`config.mk`:
```
export PLATFORM = sky130hd
export DESIGN_NAME = idc_cfg
export DESIGN_NICKNAME = d
export VERILOG_FILES = /design/src/idc_pkg.sv /design/src/idc_cfg.sv /design/src/idc_mode_bank.sv
export SDC_FILE = /design/constraint.sdc
export NUM_CORES = 1
export LEC_CHECK = 0
export BUFFER_PORTS_ARGS = -buffer_cell sky130_fd_sc_hd__clkbuf_2
export CORE_MARGIN = 2
export CORE_UTILIZATION = 55
export DETAILED_ROUTE_END_ITERATION = 6
export PLACE_DENSITY = 0.82
export SLEW_MARGIN = 20
export SYNTH_ARGS = -nofsm -noshare
export SYNTH_HDL_FRONTEND = slang
export SYNTH_HIERARCHICAL = 1
export SYNTH_SLANG_ARGS = --single-unit
export TNS_END_PERCENT = 100
```
`constraint.sdc`:
```
create_clock -name clk_sys -period 5.9 [get_ports clk_sys]
set_clock_uncertainty 0.05 [all_clocks]
set_input_delay 1.18 -clock clk_sys [delete_from_list [all_inputs] [get_ports clk_sys]]
set_output_delay 1.18 -clock clk_sys [all_outputs]
set_load 0.005 [all_outputs]
```
`src/idc_pkg.sv`:
```
package idc_pkg;
   // Register indices; the byte address on the bus is four times the index
   localparam logic [5:0] IDX_CMD1  = 6'h08;
   localparam logic [5:0] IDX_MODE1 = 6'h0B;
   localparam logic [5:0] IDX_CLR1  = 6'h0D;
   localparam logic [5:0] IDX_CMD2  = 6'h10;
   localparam logic [5:0] IDX_MODE2 = 6'h16;
   localparam logic [5:0] IDX_CLR2  = 6'h1A;
   localparam logic [5:0] IDX_STAT  = 6'h20;
   localparam logic [2:0] IDX_MRD_HI = 3'h5;  // Indices 0x28..0x2F read channel modes

   // Command byte fields
   localparam int CMD_ROT_BIT = 4;
   localparam int CMD_DIS_BIT = 2;
   localparam logic CMD_RST = 1'b0;

   // Stored mode is write bits 7-2, so the fields sit two places lower
   localparam int MD_TYPE_LSB = 0;
   localparam int MD_AUTO_BIT = 2;
   localparam int MD_DEC_BIT  = 3;
   localparam int MD_XM_LSB   = 4;
   localparam int MD_SEL_W    = 2;
   localparam logic [5:0] MODE_RST = 6'h00;

   // Status register fields
   localparam int ST_ROT1 = 0;
   localparam int ST_ROT2 = 1;
   localparam int ST_DIS1 = 2;
   localparam int ST_DIS2 = 3;
   localparam int ST_GV1  = 4;
   localparam int ST_GV2  = 5;
   localparam int ST_DREQ = 8;

   localparam logic [1:0] RESP_OKAY   = 2'h0;
   localparam logic [1:0] RESP_SLVERR = 2'h2;

   typedef enum logic [1:0] {
      IDC_DEMAND  = 2'h0,
      IDC_SINGLE  = 2'h1,
      IDC_BLOCK   = 2'h2,
      IDC_CASCADE = 2'h3
   } idc_xmode_t;

   typedef enum logic [1:0] {
      IDC_VERIFY  = 2'h0,
      IDC_WRITE   = 2'h1,
      IDC_READ    = 2'h2,
      IDC_ILLEGAL = 2'h3
   } idc_xtype_t;

   typedef enum logic [1:0] {
      IDC_RD_IDLE  = 2'h0,
      IDC_RD_FETCH = 2'h1,
      IDC_RD_RESP  = 2'h3
   } idc_rd_state_t;
endpackage

```
`src/idc_cfg.sv`:
```
// Functional notes
// The first group command register clears on hardware reset and on a first master clear.
// Channels 0-3 form the first group, whose requests reach the second group as channel 4.
// Software writes zero to command bits 7, 6, 5, 3 and 1-0.
// The acknowledge outputs are always active low, whatever the polarity bit holds.
// The request inputs are always taken as active high.
// Command bit 4 is zero during reset (fixed priority); one selects rotating priority.
// First group command bit 2 set disables service on channels 0-3.
// The second group command register works the same way for channels 4-7.
// Second group command bit 2 set stops channels 4-7 and the cascaded first group too.
// A mode port write stores bits 7-2 into the channel picked by bits 1-0.
// Mode bits 7-6 pick demand, single, block or cascade; bits 3-2 pick verify, write, read.
// Mode bit 5 picks address decrement, clear means increment.
// Mode bit 4 set makes terminal count reload the channel from its base copies.
// The second mode port does the same for channels 4-7.
// Software puts channel 4 in cascade mode since it carries the first group.
// An illegal transfer type is stored but the channel then performs no transfer.
`timescale 1ns/1ps
module idc_cfg #(
   parameter int ADDR_W = 8
) (
   input  wire logic              clk_sys,
   input  wire logic              rst,
   input  wire logic [ADDR_W-1:0] s_axi_awaddr,
   input  wire logic              s_axi_awvalid,
   output logic                   s_axi_awready,
   input  wire logic [31:0]       s_axi_wdata,
   input  wire logic [3:0]        s_axi_wstrb,
   input  wire logic              s_axi_wvalid,
   output logic                   s_axi_wready,
   output logic [1:0]             s_axi_bresp,
   output logic                   s_axi_bvalid,
   input  wire logic              s_axi_bready,
   input  wire logic [ADDR_W-1:0] s_axi_araddr,
   input  wire logic              s_axi_arvalid,
   output logic                   s_axi_arready,
   output logic [31:0]            s_axi_rdata,
   output logic [1:0]             s_axi_rresp,
   output logic                   s_axi_rvalid,
   input  wire logic              s_axi_rready,
   input  wire logic [7:0]        dreq,
   input  wire logic [7:0]        terminal_count,
   output logic [7:0]             dack_n,
   output logic [7:0]             mem_wr_xfer,
   output logic [7:0]             mem_rd_xfer,
   output logic [7:0]             addr_down,
   output logic [7:0]             tc_reload
);
   logic [7:0]  dreq_m_q, dreq_s_q;
   logic [5:0]  widx, ridx_q;
   logic        wr_go, wmap, wr_lane, rmap;
   logic        wr_cmd1, wr_cmd2, wr_mode1, wr_mode2, wr_clr1, wr_clr2;
   logic        bvalid_q, rvalid_q;
   logic [1:0]  bresp_q, rresp_q;
   logic [31:0] rdata_q;
   logic        rot1_q, dis1_q, rot2_q, dis2_q;
   logic [47:0] mode_flat;
   logic [5:0]  mode_ch [8];
   logic [5:0]  bank_rd;
   logic [7:0]  elig, casc;
   logic [3:0]  req1, req2;
   logic        g1_v_q, g2_v_q, ar_go;
   logic [1:0]  g1_i_q, g2_i_q, last1_q, last2_q;
   logic [2:0]  g1_n, g2_n;
   logic [7:0]  grant, dack_n_q, wrx_q, rdx_q, down_q, reload_q;
   idc_pkg::idc_rd_state_t rd_st_q;

   ////////////////////////////////////////////////////////////////////////
   // Requests come from pins, so two flops before anything looks at them
   always_ff @(posedge clk_sys or posedge rst) begin
      if (rst) begin
         dreq_m_q <= 8'h00;
         dreq_s_q <= 8'h00;
      end else begin
         dreq_m_q <= dreq;
         dreq_s_q <= dreq_m_q;
      end
   end

   ////////////////////////////////////////////////////////////////////////
   // Write side: address and data are taken together in one handshake
   assign wr_go         = s_axi_awvalid & s_axi_wvalid & ~bvalid_q;
   assign s_axi_awready = s_axi_wvalid & ~bvalid_q;
   assign s_axi_wready  = s_axi_awvalid & ~bvalid_q;
   assign widx          = s_axi_awaddr[7:2];
   assign wmap = widx inside {idc_pkg::IDX_CMD1, idc_pkg::IDX_MODE1, idc_pkg::IDX_CLR1,
                              idc_pkg::IDX_CMD2, idc_pkg::IDX_MODE2, idc_pkg::IDX_CLR2};
   // Only byte lane 0 carries register data; other lanes are ignored
   assign wr_lane  = wr_go & wmap & s_axi_wstrb[0];
   assign wr_cmd1  = wr_lane && widx == idc_pkg::IDX_CMD1;
   assign wr_cmd2  = wr_lane && widx == idc_pkg::IDX_CMD2;
   assign wr_mode1 = wr_lane && widx == idc_pkg::IDX_MODE1;
   assign wr_mode2 = wr_lane && widx == idc_pkg::IDX_MODE2;
   assign wr_clr1  = wr_lane && widx == idc_pkg::IDX_CLR1;
   assign wr_clr2  = wr_lane && widx == idc_pkg::IDX_CLR2;

   // Write response one cycle after the handshake, held until bready
   always_ff @(posedge clk_sys or posedge rst) begin
      if (rst) begin
         bvalid_q <= 1'b0;
         bresp_q  <= idc_pkg::RESP_OKAY;
      end else if (wr_go) begin
         bvalid_q <= 1'b1;
         bresp_q  <= wmap ? idc_pkg::RESP_OKAY : idc_pkg::RESP_SLVERR;
      end else if (s_axi_bready) begin
         bvalid_q <= 1'b0;
      end
   end
   assign s_axi_bvalid = bvalid_q;
   assign s_axi_bresp  = bresp_q;

   ////////////////////////////////////////////////////////////////////////
   // Command registers; polarity bits are not stored since the pins are fixed
   always_ff @(posedge clk_sys or posedge rst) begin
      if (rst) begin
         rot1_q <= idc_pkg::CMD_RST;
         dis1_q <= idc_pkg::CMD_RST;
      end else if (wr_clr1) begin
         rot1_q <= idc_pkg::CMD_RST;
         dis1_q <= idc_pkg::CMD_RST;
      end else if (wr_cmd1) begin
         rot1_q <= s_axi_wdata[idc_pkg::CMD_ROT_BIT];
         dis1_q <= s_axi_wdata[idc_pkg::CMD_DIS_BIT];
      end
   end

   always_ff @(posedge clk_sys or posedge rst) begin
      if (rst) begin
         rot2_q <= idc_pkg::CMD_RST;
         dis2_q <= idc_pkg::CMD_RST;
      end else if (wr_clr2) begin
         rot2_q <= idc_pkg::CMD_RST;
         dis2_q <= idc_pkg::CMD_RST;
      end else if (wr_cmd2) begin
         rot2_q <= s_axi_wdata[idc_pkg::CMD_ROT_BIT];
         dis2_q <= s_axi_wdata[idc_pkg::CMD_DIS_BIT];
      end
   end

   ////////////////////////////////////////////////////////////////////////
   // Mode words; the second port addresses entries 4-7
   idc_mode_bank #(.DEPTH(8), .AW(3), .DW(6)) u_bank (
      .clk_sys   (clk_sys),
      .rst       (rst),
      .we        (wr_mode1 | wr_mode2),
      .waddr     ({wr_mode2, s_axi_wdata[1:0]}),
      .wdata     (s_axi_wdata[7:2]),
      .re        (ar_go),
      .raddr     (s_axi_araddr[4:2]),
      .rdata_q   (bank_rd),
      .mode_flat (mode_flat)
   );

   // Per channel: eligibility, cascade flag, direction and reload
   for (genvar i = 0; i < 8; i++) begin : g_ch
      assign mode_ch[i] = mode_flat[i*6 +: 6];
      assign casc[i] = mode_ch[i][idc_pkg::MD_XM_LSB +: 2] == idc_pkg::IDC_CASCADE;
      // Illegal type is kept but never competes for service unless the channel is in cascade mode
      assign elig[i] = dreq_s_q[i] & ~dis2_q & ((i < 4) ? ~dis1_q : 1'b1)
                     & (casc[i] |
                        mode_ch[i][idc_pkg::MD_TYPE_LSB +: 2] != idc_pkg::IDC_ILLEGAL);
      always_ff @(posedge clk_sys or posedge rst) begin
         if (rst) begin
            dack_n_q[i] <= 1'b1;
            wrx_q[i]    <= 1'b0;
            rdx_q[i]    <= 1'b0;
            down_q[i]   <= 1'b0;
            reload_q[i] <= 1'b0;
         end else begin
            dack_n_q[i] <= ~grant[i];
            wrx_q[i] <= grant[i] && !casc[i] &&
                        mode_ch[i][idc_pkg::MD_TYPE_LSB +: 2] == idc_pkg::IDC_WRITE;
            rdx_q[i] <= grant[i] && !casc[i] &&
                        mode_ch[i][idc_pkg::MD_TYPE_LSB +: 2] == idc_pkg::IDC_READ;
            down_q[i]   <= mode_ch[i][idc_pkg::MD_DEC_BIT];
            reload_q[i] <= terminal_count[i] & mode_ch[i][idc_pkg::MD_AUTO_BIT];
         end
      end
   end

   ////////////////////////////////////////////////////////////////////////
   // Arbitration: a grant is kept while its request stays up, then re-picked
   function automatic logic [2:0] pick(input logic [3:0] req, input logic [1:0] start);
      logic [2:0] r;
      logic [1:0] k;
      r = 3'h0;
      for (int i = 3; i >= 0; i--) begin
         k = start + 2'(i);
         if (req[k]) begin
            r = {1'b1, k};
         end
      end
      return r;
   endfunction

   function automatic logic [2:0] next_g(input logic [3:0] req, input logic cv,
                                         input logic [1:0] ci, input logic rot,
                                         input logic [1:0] last);
      logic [2:0] r;
      if (cv && req[ci]) begin
         r = {1'b1, ci};
      end else begin
         r = pick(req, rot ? last + 2'h1 : 2'h0);
      end
      return r;
   endfunction

   // The whole first group shows up as channel 4 of the second group
   assign req1 = elig[3:0];
   assign req2 = {elig[7:5], casc[4] ? |req1 : elig[4]};
   assign g1_n = next_g(req1, g1_v_q, g1_i_q, rot1_q, last1_q);
   assign g2_n = next_g(req2, g2_v_q, g2_i_q, rot2_q, last2_q);

   always_ff @(posedge clk_sys or posedge rst) begin
      if (rst) begin
         g1_v_q <= 1'b0;
         g1_i_q <= 2'h0;
         g2_v_q <= 1'b0;
         g2_i_q <= 2'h0;
         last1_q <= 2'h0;
         last2_q <= 2'h0;
      end else begin
         {g1_v_q, g1_i_q} <= g1_n;
         {g2_v_q, g2_i_q} <= g2_n;
         // Rotation pointer follows the most recent winner
         if (g1_v_q) begin
            last1_q <= g1_i_q;
         end
         if (g2_v_q) begin
            last2_q <= g2_i_q;
         end
      end
   end

   // First group is acknowledged only when the second group grants its cascade
   always_comb begin
      grant = 8'h00;
      if (g2_v_q && g2_i_q == 2'h0 && casc[4]) begin
         grant[{1'b0, g1_i_q}] = g1_v_q;
      end else if (g2_v_q) begin
         grant[{1'b1, g2_i_q}] = 1'b1;
      end
   end

   assign dack_n      = dack_n_q;
   assign mem_wr_xfer = wrx_q;
   assign mem_rd_xfer = rdx_q;
   assign addr_down   = down_q;
   assign tc_reload   = reload_q;

   ////////////////////////////////////////////////////////////////////////
   // Read side: take, fetch (mode bank answers), respond; two cycles to rvalid
   assign ar_go = s_axi_arvalid && rd_st_q == idc_pkg::IDC_RD_IDLE;
   assign s_axi_arready = rd_st_q == idc_pkg::IDC_RD_IDLE;
   // Write-only registers read as zero but are still mapped
   assign rmap = ridx_q inside {idc_pkg::IDX_CMD1, idc_pkg::IDX_MODE1, idc_pkg::IDX_CLR1,
                                idc_pkg::IDX_CMD2, idc_pkg::IDX_MODE2, idc_pkg::IDX_CLR2,
                                idc_pkg::IDX_STAT} || ridx_q[5:3] == idc_pkg::IDX_MRD_HI;

   always_ff @(posedge clk_sys or posedge rst) begin
      if (rst) begin
         rd_st_q  <= idc_pkg::IDC_RD_IDLE;
         ridx_q   <= 6'h00;
         rvalid_q <= 1'b0;
         rresp_q  <= idc_pkg::RESP_OKAY;
         rdata_q  <= 32'h0000_0000;
      end else begin
         case (rd_st_q)
            idc_pkg::IDC_RD_IDLE: begin
               if (s_axi_arvalid) begin
                  ridx_q  <= s_axi_araddr[7:2];
                  rd_st_q <= idc_pkg::IDC_RD_FETCH;
               end
            end
            idc_pkg::IDC_RD_FETCH: begin
               rvalid_q <= 1'b1;
               rresp_q  <= rmap ? idc_pkg::RESP_OKAY : idc_pkg::RESP_SLVERR;
               rdata_q  <= 32'h0000_0000;
               if (ridx_q == idc_pkg::IDX_STAT) begin
                  rdata_q[idc_pkg::ST_ROT1] <= rot1_q;
                  rdata_q[idc_pkg::ST_ROT2] <= rot2_q;
                  rdata_q[idc_pkg::ST_DIS1] <= dis1_q;
                  rdata_q[idc_pkg::ST_DIS2] <= dis2_q;
                  rdata_q[idc_pkg::ST_GV1]  <= g1_v_q;
                  rdata_q[idc_pkg::ST_GV2]  <= g2_v_q;
                  rdata_q[idc_pkg::ST_DREQ +: 8] <= dreq_s_q;
               end else if (ridx_q[5:3] == idc_pkg::IDX_MRD_HI) begin
                  rdata_q[7:2] <= bank_rd; // Mode sits where it was written
               end
               rd_st_q <= idc_pkg::IDC_RD_RESP;
            end
            idc_pkg::IDC_RD_RESP: begin
               if (s_axi_rready) begin
                  rvalid_q <= 1'b0;
                  rd_st_q  <= idc_pkg::IDC_RD_IDLE;
               end
            end
            default: begin
               rvalid_q <= 1'b0;
               rd_st_q  <= idc_pkg::IDC_RD_IDLE;
            end
         endcase
      end
   end
   assign s_axi_rvalid = rvalid_q;
   assign s_axi_rresp  = rresp_q;
   assign s_axi_rdata  = rdata_q;

   ////////////////////////////////////////////////////////////////////////
   // Checks
   a_clr1_clears_cmd: assert property (@(posedge clk_sys) disable iff (rst)
      wr_clr1 |=> !rot1_q && !dis1_q) else $error("first command not cleared");
   a_cascade_req: assert property (@(posedge clk_sys) disable iff (rst)
      casc[4] && |elig[3:0] |-> req2[0]) else $error("first group not cascaded");
   a_dack_low_grant: assert property (@(posedge clk_sys) disable iff (rst)
      g2_v_q && g2_i_q == 2'h1 |=> !dack_n_q[5] && dack_n_q[7:6] == 2'h3)
      else $error("acknowledge not driven low");
   a_grant_needs_req: assert property (@(posedge clk_sys) disable iff (rst)
      g2_v_q && g2_i_q == 2'h2 |-> $past(dreq_s_q[6])) else $error("grant without request");
   a_fixed_prio: assert property (@(posedge clk_sys) disable iff (rst)
      !rot1_q && !g1_v_q && req1 == 4'hF |=> g1_v_q && g1_i_q == 2'h0)
      else $error("fixed priority not lowest first");
   a_grp1_off: assert property (@(posedge clk_sys) disable iff (rst)
      dis1_q ##1 dis1_q |=> dack_n_q[3:0] == 4'hF) else $error("first group still served");
   a_cmd2_write: assert property (@(posedge clk_sys) disable iff (rst)
      wr_cmd2 |=> dis2_q == $past(s_axi_wdata[2]) && rot2_q == $past(s_axi_wdata[4]))
      else $error("second command not stored");
   a_grp2_all_off: assert property (@(posedge clk_sys) disable iff (rst)
      dis2_q ##1 dis2_q |=> dack_n_q == 8'hFF) else $error("channels served while off");
   a_mode1_store: assert property (@(posedge clk_sys) disable iff (rst)
      wr_mode1 |=> mode_ch[{1'b0, $past(s_axi_wdata[1:0])}] == $past(s_axi_wdata[7:2]))
      else $error("first mode port not stored");
   a_mode2_store: assert property (@(posedge clk_sys) disable iff (rst)
      wr_mode2 |=> mode_ch[{1'b1, $past(s_axi_wdata[1:0])}] == $past(s_axi_wdata[7:2]))
      else $error("second mode port not stored");
   a_write_type: assert property (@(posedge clk_sys) disable iff (rst)
      wrx_q[5] |-> $past(mode_ch[5][1:0]) == 2'h1 && !$past(casc[5]))
      else $error("write transfer with wrong type");
   a_dir_follows: assert property (@(posedge clk_sys) disable iff (rst)
      wr_mode1 && s_axi_wdata[1:0] == 2'h0 |=> ##1 addr_down[0] == $past(s_axi_wdata[5], 2))
      else $error("direction not applied");
   a_tc_reload: assert property (@(posedge clk_sys) disable iff (rst)
      terminal_count[2] |=> tc_reload[2] == $past(mode_ch[2][2]))
      else $error("reload does not follow autoinit");
   a_illegal_idle: assert property (@(posedge clk_sys) disable iff (rst)
      mode_ch[6][1:0] == 2'h3 && !casc[6] |-> !elig[6] && !wrx_q[6] && !rdx_q[6])
      else $error("illegal type served");
endmodule

```
`src/idc_mode_bank.sv`:
```
`timescale 1ns/1ps
module idc_mode_bank #(
   parameter int DEPTH = 8,
   parameter int AW    = 3,
   parameter int DW    = 6
) (
   input  wire logic                clk_sys,
   input  wire logic                rst,
   input  wire logic                we,
   input  wire logic [AW-1:0]       waddr,
   input  wire logic [DW-1:0]       wdata,
   input  wire logic                re,
   input  wire logic [AW-1:0]       raddr,
   output logic      [DW-1:0]       rdata_q,
   output logic      [DEPTH*DW-1:0] mode_flat
);
   logic [DW-1:0] mem_q [DEPTH];

   ////////////////////////////////////////////////////////////////////////
   // One mode word per channel; all words stay visible to the arbiter
   for (genvar i = 0; i < DEPTH; i++) begin : g_ent
      always_ff @(posedge clk_sys or posedge rst) begin
         if (rst) begin
            mem_q[i] <= idc_pkg::MODE_RST;
         end else if (we && waddr == AW'(i)) begin
            mem_q[i] <= wdata;
         end
      end
      assign mode_flat[i*DW +: DW] = mem_q[i];
   end

   // Read port is registered and only moves when asked, so the bus sees a stable word
   always_ff @(posedge clk_sys or posedge rst) begin
      if (rst) begin
         rdata_q <= '0;
      end else if (re) begin
         rdata_q <= mem_q[raddr];
      end
   end
endmodule

```
==> results of run 1 <==
## state kept, by name (all words and copies together), names as in the netlist, 2 cells and up
register          count
u_bank/rdata_q        6
tc_reload             8
dreq_m_q              8
u_bank/mode_flat     48
rd_st_q               2
s_axi_rdata          16
last1_q               2
g1_i_q                2
last2_q               2
dack_n                8
g2_i_q                2
ridx_q                6
mem_rd_xfer           8
addr_down             8
dreq_s_q              8
mem_wr_xfer           8
## per-stage QoR
stage / instance area, sq um / utilization / power [mW] / hold WS [ns] / cells
after floorplan: 6940 / - / 1.57 / 0.281 / 604
after global placement: 7410 / 0.612 / 1.67 / 0.284 / 837
after detailed placement: 7410 / 0.612 / 1.69 / 0.285 / 837
after CTS: 8010 / 0.662 / 2.78 / 0.305 / 869
after global routing: 8020 / 0.662 / 2.90 / 0.313 / 869
final: 8020 / 0.662 / 2.77 / 0.299 / 869
## metal layers
layer | wire [microns] | track usage | vias up | share of wire
li1 | - | - | 2275 | -
met1 | 6800 | 0.322 | 2489 | 0.44
met5 | 0 | 0 | - | 0
met2 | 7420 | 0.389 | 178 | 0.48
met3 | 813 | 0.0685 | 42 | 0.053
met4 | 451 | 0.103 | 0 | 0.029
## area by class of cell
class | count | area [sq um] | share of cell area
clock inverters | 10 | 118 | 0.0147
flip-flops and latches | 152 | 3810 | 0.476
well taps | 168 | 210 | 0.0262
repair buffers | 107 | 538 | 0.0671
inverters | 18 | 71.3 | 0.00890
multi-input cells | 392 | 2780 | 0.347
clock buffers | 22 | 484 | 0.0604
## synthesized netlist by cell type (all sizes together) (2+ instances only)
cell	instances
buf	26
clkbuf	16
or2	2
nand3b	7
nor4	4
mux2	71
nor4b	2
mux2i	14
nand4	4
and2	11
a311oi	6
a311o	2
nor2	19
dfstp	8
nand4b	3
xor2	5
o21ai	34
nor3	11
a22oi	4
and3	4
a22o	8
dfrtp	144
nand3	13
o31ai	8
o21a	2
nand2b	10
o311ai	2
nand2	71
a21oi	12
a31oi	5
nor2b	4
inv	18
nor3b	13
o22ai	10
## path summary, 6_finish.rpt
path	startpoint	endpoint	slack, ns	depth (start not counted)
min in group asynchronous	rst	tc_reload[5]$_DFF_PP0_	0.80	2
setup reg to reg	s_axi_bvalid$_DFFE_PP0P_	u_bank/mode_flat[37]$_DFFE_PP0P_	3.09	5
max in group asynchronous	rst	s_axi_bvalid$_DFFE_PP0P_	3.94	3
hold / removal	dreq_m_q[3]$_DFF_PP0_	dreq_s_q[3]$_DFF_PP0_	0.30	0
hold reg to reg	dreq_m_q[3]$_DFF_PP0_	dreq_s_q[3]$_DFF_PP0_	0.30	0
setup / recovery	s_axi_awvalid	u_bank/mode_flat[37]$_DFFE_PP0P_	2.67	6
## worst max-delay path, stage by stage
cell      delay (ns)
clkbuf_2        0.08
nor2b_1         0.19
nand3_1         0.14
nor4_1          0.84
nand4b_1        0.60
mux2_2          0.46
## power groups by stage
stage	clock, mW	combinational, mW	sequential (mW)
after floorplan	0	0.334	1.24
after global placement	0	0.392	1.28
after detailed placement	0	0.407	1.29
after CTS	1.10	0.411	1.27
after global routing	1.15	0.464	1.29
final	1.09	0.410	1.27
## cells by family after synthesis
| family | after synthesis | share of synthesized area |
|---|---|---|
| compound gates | 100 | 0.102 |
| xor+xnor | 5 | 0.00637 |
| buf+inv | 60 | 0.0507 |
| flops | 152 | 0.554 |
| mux | 86 | 0.141 |
| other cells | 1 | 0.000545 |
| simple gates | 183 | 0.145 |
==> reports/results.tsv, run 1 <==
metric	value	unit
status	finished, final reports clean	
fill_cells	933	
die_y	116	microns
finalHoldViolCount	0	
crit_arrival	3.48	ns
tightest_slew	0.957	ns
yosysSeqAreaShare	0.554	
slew_headroom	0.356	
min_period_over_period	0.548	
netlist.area_leader.share	0.524	
avgSynthCellArea	11.7	sq um
comb_power_share	0.148	
via_count	4984	
initial_utilization	0.568	
grt_pass1_vias	4954	
vdd_drop_max	0.000203	V
path_clk_slew	0.06	ns
grt_overflow_total	0	
antenna_found_initial	0	
num_rows	40	
finalMaxSlewViolations	0	
area_growth	16.6	%
coreArea	12100	sq um
timing.fmax	310	MHz
wl_per_cell	17.8	microns
cts_max_path_buffers	2	
cts_tree	yes	
postLayoutSetupSlackWorst	2.67	ns
synthCells	587	
period_minus_slack	3.23	ns
synth.area.top_cells	dfrtp_1, mux2_2, nand2_1	
cts_hold_buf	0	
dieArea	13400	sq um
startpoint_type	primary input	
p_per_area	345	nW/um^2
power.share.switching	0.278	
synth_edf_count	0	
port_buffers	106	
grt_max_degree	55	
fin_setup_tns	0	ns
hold_class	reg2reg	
max_cap_violations	0	
fin_nets	763	
grt_pass1_wl	24.9	mm
place_congestion	0.870	
path_max_fanout	6	
cts_max_level	4	
cp.required	6.15	ns
drt_pass1_iterations	4	
diodes	0	
async_flop_share	1.00	
clk_latency	0.43	ns
p_clk_frac	0.393	
cts_setup_buffers	0	
cts_resized	0	
rsz0062_at_grt	no	
synth_area	6880	sq um
cp-end-kind	flop	
drc	0	
p_int	2.00	mW
final_common_cell	dfrtp_1	
dp_hpwl	11.0	mm
ant_nets	0	
dp_slack	2.34	ns
path_class	in2reg	
final_layout_size_suffix_gt1_frac	0.334	
cts_sinks	152	
power_frac_seq	0.460	
ios	156	
final_cell_mix	dfrtp_1, clkbuf_2, nand2_1	
grt_use_total	0.246	
yosys.area.top_type	dfrtp_1	
p_leak	3.86	nW
setup_viol	0	
ys_seq_elements	152	
ys_types	63	
wirelength	15.5	mm
synthFlopType	dfrtp_1	
die_w	116	microns
cts_inserted_buffers	17	
cts.root.buffer_cell	clkbuf_16	
vias_per_cell	5.74	
drtIter0Drc	321	
netSwitchingPower	768	uW
ys_warn_count	6	
Power figures use the tool's default switching activity.
==> run 2: changes to the inputs <==
CORE_UTILIZATION = 54   (was 55)
PLACE_DENSITY = 0.81   (was 0.82)
clock period = 3.05 ns   (was 5.9 ns; I/O delays follow)
==> reports/results.tsv, run 2 (synthesis results as in run 1) <==
metric	value	unit	change
cts.root.buffer_cell	clkbuf_16		unchanged
cts_inserted_buffers	17		unchanged
gr-max-usage-layer	met2		unchanged
vias_per_cell	5.70		was 5.74
dp_hpwl	10.9	mm	was 11.0 mm
drtIter0Drc	380		was 321
setup_viol	0		unchanged
cp-end-kind	flop		unchanged
grt_pass1_vias	5036		was 4954
ant_nets	0		unchanged
port_buffers	106		unchanged
hold_class	in2async		was reg2reg
drt_pass1_iterations	5		was 4
grt_overflow_total	0		unchanged
design_area	7980	sq um	was 8020 sq um
clk_latency	0.43	ns	about the same
grt_use_total	0.241		was 0.246
p_leak	3.84	nW	was 3.86 nW
path_class	reg2reg		was in2reg
path_max_fanout	6		unchanged
cts_resized	0		unchanged
final_common_cell	dfrtp_1		unchanged
fin_setup_tns	0	ns	unchanged
max_cap_violations	0		unchanged
drc	0		unchanged
grt_max_degree	60		was 55
initial_utilization	0.550		was 0.568
grt_use_met1	0.296		was 0.322
p_per_area	648	nW/um^2	was 345 nW/um^2
wl_per_cell	17.5	microns	was 17.8 microns
slew_headroom	0.383		was 0.356
path_clk_slew	0.07	ns	was 0.06 ns
cts_sinks	152		unchanged
r2r-start	s_axi_bvalid$_DFFE_PP0P_		unchanged
cts_hold_buf	0		unchanged
min_period_over_period	0.869		
critPathLaunch	s_axi_bvalid$_DFFE_PP0P_		was s_axi_awvalid
cts_max_path_buffers	2		unchanged
final_layout_size_suffix_gt1_frac	0.334		about the same
rsz0062_at_grt	no		unchanged
final_cell_mix	dfrtp_1, clkbuf_2, nand2_1		unchanged
via_count	4988		was 4984
area_growth	16.1	%	was 16.6%
timing.fmax	377	MHz	
vdd_drop_max	0.000437	V	was 0.000203 V
fin_cells	875		was 869
startpoint_type	flop		was primary input
finalMaxSlewViolations	0		unchanged
cp.required	3.31	ns	was 6.15 ns
numPlacedInstances	843		was 837
fin_nets	765		was 763
path_cells	nor2b_1, nand3_1, or2_2, nor2_1, nand4b_1, mux2_2		was clkbuf_2, nor2b_1, nand3_1, nor4_1, nand4b_1, mux2_2
tightest_slew	0.924	ns	was 0.957 ns
die_y	117	microns	was 116 microns
die_w	117	microns	was 116 microns
met3_usage	0.0680		was 0.0685
cts_max_level	4		unchanged
crit_arrival	2.91	ns	was 3.48 ns
wirelength	15.3	mm	was 15.5 mm
grtUsageMet2	0.403		was 0.389
grt_pass1_wl	24.9	mm	about the same
cpPeakStageDelay	0.50	ns	was 0.84 ns
dieArea	13700	sq um	was 13400 sq um
cpMaxStageDelayCell	nand4b_1		was nor4_1
placed_area	7450	sq um	was 7410 sq um
status	finished, final reports clean		unchanged
diodes	0		unchanged
ios	156		unchanged
coreArea	12500	sq um	was 12100 sq um
largest_reg_flops	48		unchanged
cts_tree	yes		unchanged
num_rows	41		was 40
antenna_found_initial	0		unchanged
cts_setup_buffers	0		unchanged
period_minus_slack	2.65	ns	
finalHoldViolCount	0		unchanged
place_congestion	0.900		was 0.870
## run 2: final cells by class
class | count | area, sq um
clock buffers | 21 | 460
clock inverters | 11 | 73.8
fillers | 989 | 4530
inverters | 18 | 72.6
multi-input cells | 392 | 2780
flip-flops and latches | 152 | 3810
well taps | 172 | 215
repair buffers | 109 | 566
## run 2: path summary, 6_finish.rpt
check / to / slack (ns) / cells after the start
max in group asynchronous: u_bank/mode_flat[25]$_DFFE_PP0P_ / 2.07 / 2
setup / recovery: u_bank/mode_flat[39]$_DFFE_PP0P_ / 0.40 / 6
min in group clk_sys: dreq_m_q[1]$_DFF_PP0_ / 0.24 / 1
hold / removal: ridx_q[2]$_DFFE_PP0P_ / 0.23 / 3
hold reg to reg: dreq_s_q[2]$_DFF_PP0_ / 0.30 / 0
setup reg to reg: u_bank/mode_flat[39]$_DFFE_PP0P_ / 0.40 / 6
## run 2: metrics by stage
step | power [mW] | worst slack (ns) | utilization | hold WS [ns]
2_1_floorplan | 3.05 | 0.617 | - | 0.281
3_3_place_gp | 3.22 | 0.266 | 0.595 | 0.288
3_5_place_dp | 3.30 | 0.161 | 0.595 | 0.286
4_1_cts | 5.19 | 0.384 | 0.638 | 0.227
5_1_grt | 5.43 | 0.223 | 0.638 | 0.228
6_report | 5.17 | 0.399 | 0.638 | 0.233
## run 2: report_power, final
| part | internal (mW) | switching [mW] |
|---|---|---|
| clock | 1.08 | 0.811 |
| combinational | 0.354 | 0.466 |
| sequential | 2.23 | 0.234 |
| total | 3.66 | 1.51 |
## run 2: layer usage
layer,up-vias,share of wire
li1,2273,-
met5,-,0
met1,2480,0.42
met3,39,0.068
met4,0,0.027
met2,196,0.49
## run 2: critical path, delay by kind of cell (launching register included)
| family | cells | cell delay (ns) |
|---|---|---|
| mux | 1 | 0.44 |
| simple gates | 5 | 1.62 |
| flops | 1 | 0.41 |
==> run 3: changes to the inputs <==
CORE_ASPECT_RATIO = 0.5   (was default)
==> reports/results.tsv, run 3 (synthesis results as in run 1) <==
metric	value	unit	change
status	finished, final reports clean		unchanged
cts_inserted_buffers	17		unchanged
r2r-start	dis1_q$_DFFE_PP0P_		was s_axi_bvalid$_DFFE_PP0P_
grt_max_degree	83		was 60
dieArea	13700	sq um	about the same
final_layout_size_suffix_gt1_frac	0.331		was 0.334
finalMaxSlewViolations	0		unchanged
fin_setup_tns	0	ns	unchanged
cts_max_path_buffers	2		unchanged
rsz0062_at_grt	no		unchanged
cts_tree	yes		unchanged
path_class	reg2reg		unchanged
vias_per_cell	5.66		was 5.70
drc	0		unchanged
grt_pass1_vias	4744		was 5036
wirelength	15.2	mm	was 15.3 mm
p_per_area	648	nW/um^2	about the same
drt_pass1_iterations	5		unchanged
cpMaxStageDelayCell	o41ai_2		was nand4b_1
cts_max_level	4		unchanged
diodes	0		unchanged
coreArea	12600	sq um	was 12500 sq um
cts_resized	0		unchanged
area_growth	16.2	%	was 16.1%
grt_use_total	0.235		was 0.241
timing.fmax	408	MHz	was 377 MHz
wl_per_cell	17.5	microns	about the same
path_max_fanout	6		unchanged
grt_pass1_wl	24.7	mm	was 24.9 mm
period_minus_slack	2.45	ns	was 2.65 ns
port_buffers	106		unchanged
fin_nets	768		was 765
ios	156		unchanged
dp_hpwl	10.9	mm	about the same
tightest_slew	0.783	ns	was 0.924 ns
cp-end-kind	flop		unchanged
cts.root.buffer_cell	clkbuf_16		unchanged
antenna_found_initial	0		unchanged
ant_nets	0		unchanged
slew_headroom	0.478		was 0.383
max_cap_violations	0		unchanged
cpPeakStageDelay	0.48	ns	was 0.50 ns
grt_overflow_total	0		unchanged
whs	0.166	ns	was 0.233 ns
p_leak	3.85	nW	was 3.84 nW
die_y	83.8	microns	was 117 microns
crit_arrival	2.73	ns	was 2.91 ns
path_clk_slew	0.06	ns	was 0.07 ns
final_cell_mix	dfrtp_1, clkbuf_2, nand2_1		unchanged
num_rows	29		was 41
cts_hold_buf	0		unchanged
cts_sinks	152		unchanged
initial_utilization	0.548		was 0.550
fin_cells	871		was 875
critPathLaunch	dis1_q$_DFFE_PP0P_		was s_axi_bvalid$_DFFE_PP0P_
min_period_over_period	0.804		was 0.869
clk_latency	0.41	ns	was 0.43 ns
vdd_drop_max	0.000418	V	was 0.000437 V
cp.required	3.33	ns	was 3.31 ns
hold_class	in2async		unchanged
via_count	4926		was 4988
largest_reg_flops	48		unchanged
die_w	164	microns	was 117 microns
finalHoldViolCount	0		unchanged
startpoint_type	flop		unchanged
numPlacedInstances	844		was 843
path_cells	or2_1, a311oi_1, o41ai_2, nand2_1, mux2_4, a211o_1, a31oi_1		was nor2b_1, nand3_1, or2_2, nor2_1, nand4b_1, mux2_2
cts_setup_buffers	0		unchanged
place_congestion	0.920		was 0.900
final_common_cell	dfrtp_1		unchanged
drtIter0Drc	519		was 380
setup_viol	0		unchanged
[run 3: cell types whose count changed in the layout (fill, tap and decap cells not counted)]
cell and change:
clkbuf_1 +1, buf_4 +3, clkinvlp_4 -2, inv_6 -2, bufinv_16 +1, inv_2 +1
clkbuf_8 +1, clkinv_2 -4, clkinv_4 -1
[run 3: power breakdown]
part	leakage [nW]	switching [mW]	internal [mW]	total, mW
sequential	2.00	0.240	2.23	2.47
combinational	1.60	0.448	0.355	0.803
clock	0.257	0.751	1.16	1.91
[run 3: path summary, 6_finish.rpt]
| kind | cells past startpoint | endpoint | slack (ns) |
|---|---|---|---|
| setup / recovery | 7 | g2_i_q[0]$_DFFE_PP0N_ | 0.60 |
| hold / removal | 2 | tc_reload[4]$_DFF_PP0_ | 0.17 |
| setup reg to reg | 7 | g2_i_q[0]$_DFFE_PP0N_ | 0.60 |
| hold reg to reg | 0 | dreq_s_q[7]$_DFF_PP0_ | 0.30 |
| max in group asynchronous | 3 | dack_n[3]$_DFF_PP1_ | 2.01 |
| min in group clk_sys | 1 | dreq_m_q[1]$_DFF_PP0_ | 0.25 |
[run 3: final cells by class]
cell class / instances / area [sq um]
fillers: 993 / 4560
flip-flops and latches: 152 / 3810
multi-input cells: 392 / 2780
repair buffers: 112 / 588
clock buffers: 23 / 478
well taps: 170 / 213
inverters: 18 / 71.3
clock inverters: 4 / 47.5
[run 3: through the flow]
stage / total power [mW] / worst slack (ns) / util / area [sq um]
2_1_floorplan: 3.05 / 0.617 / - / 6950
3_3_place_gp: 3.26 / 0.464 / 0.595 / 7470
3_5_place_dp: 3.30 / 0.404 / 0.595 / 7470
4_1_cts: 5.21 / 0.664 / 0.637 / 7990
5_1_grt: 5.48 / 0.517 / 0.637 / 7990
6_report: 5.18 / 0.598 / 0.637 / 7990
[run 3: layer usage]
metal,GRT usage,part of all wire
met2,0.346,0.44
met1,0.346,0.47
met4,0.0678,0.0086
met5,0,0
met3,0.0601,0.076
[run 3: critical path, delay by kind of cell, from the launching register on]
family           cells  cell delay (ns)
AND/OR/NAND/NOR      2             0.50
AO/OA/AOI/OAI        4             1.09
multiplexers         1             0.29
flip-flops           1             0.44
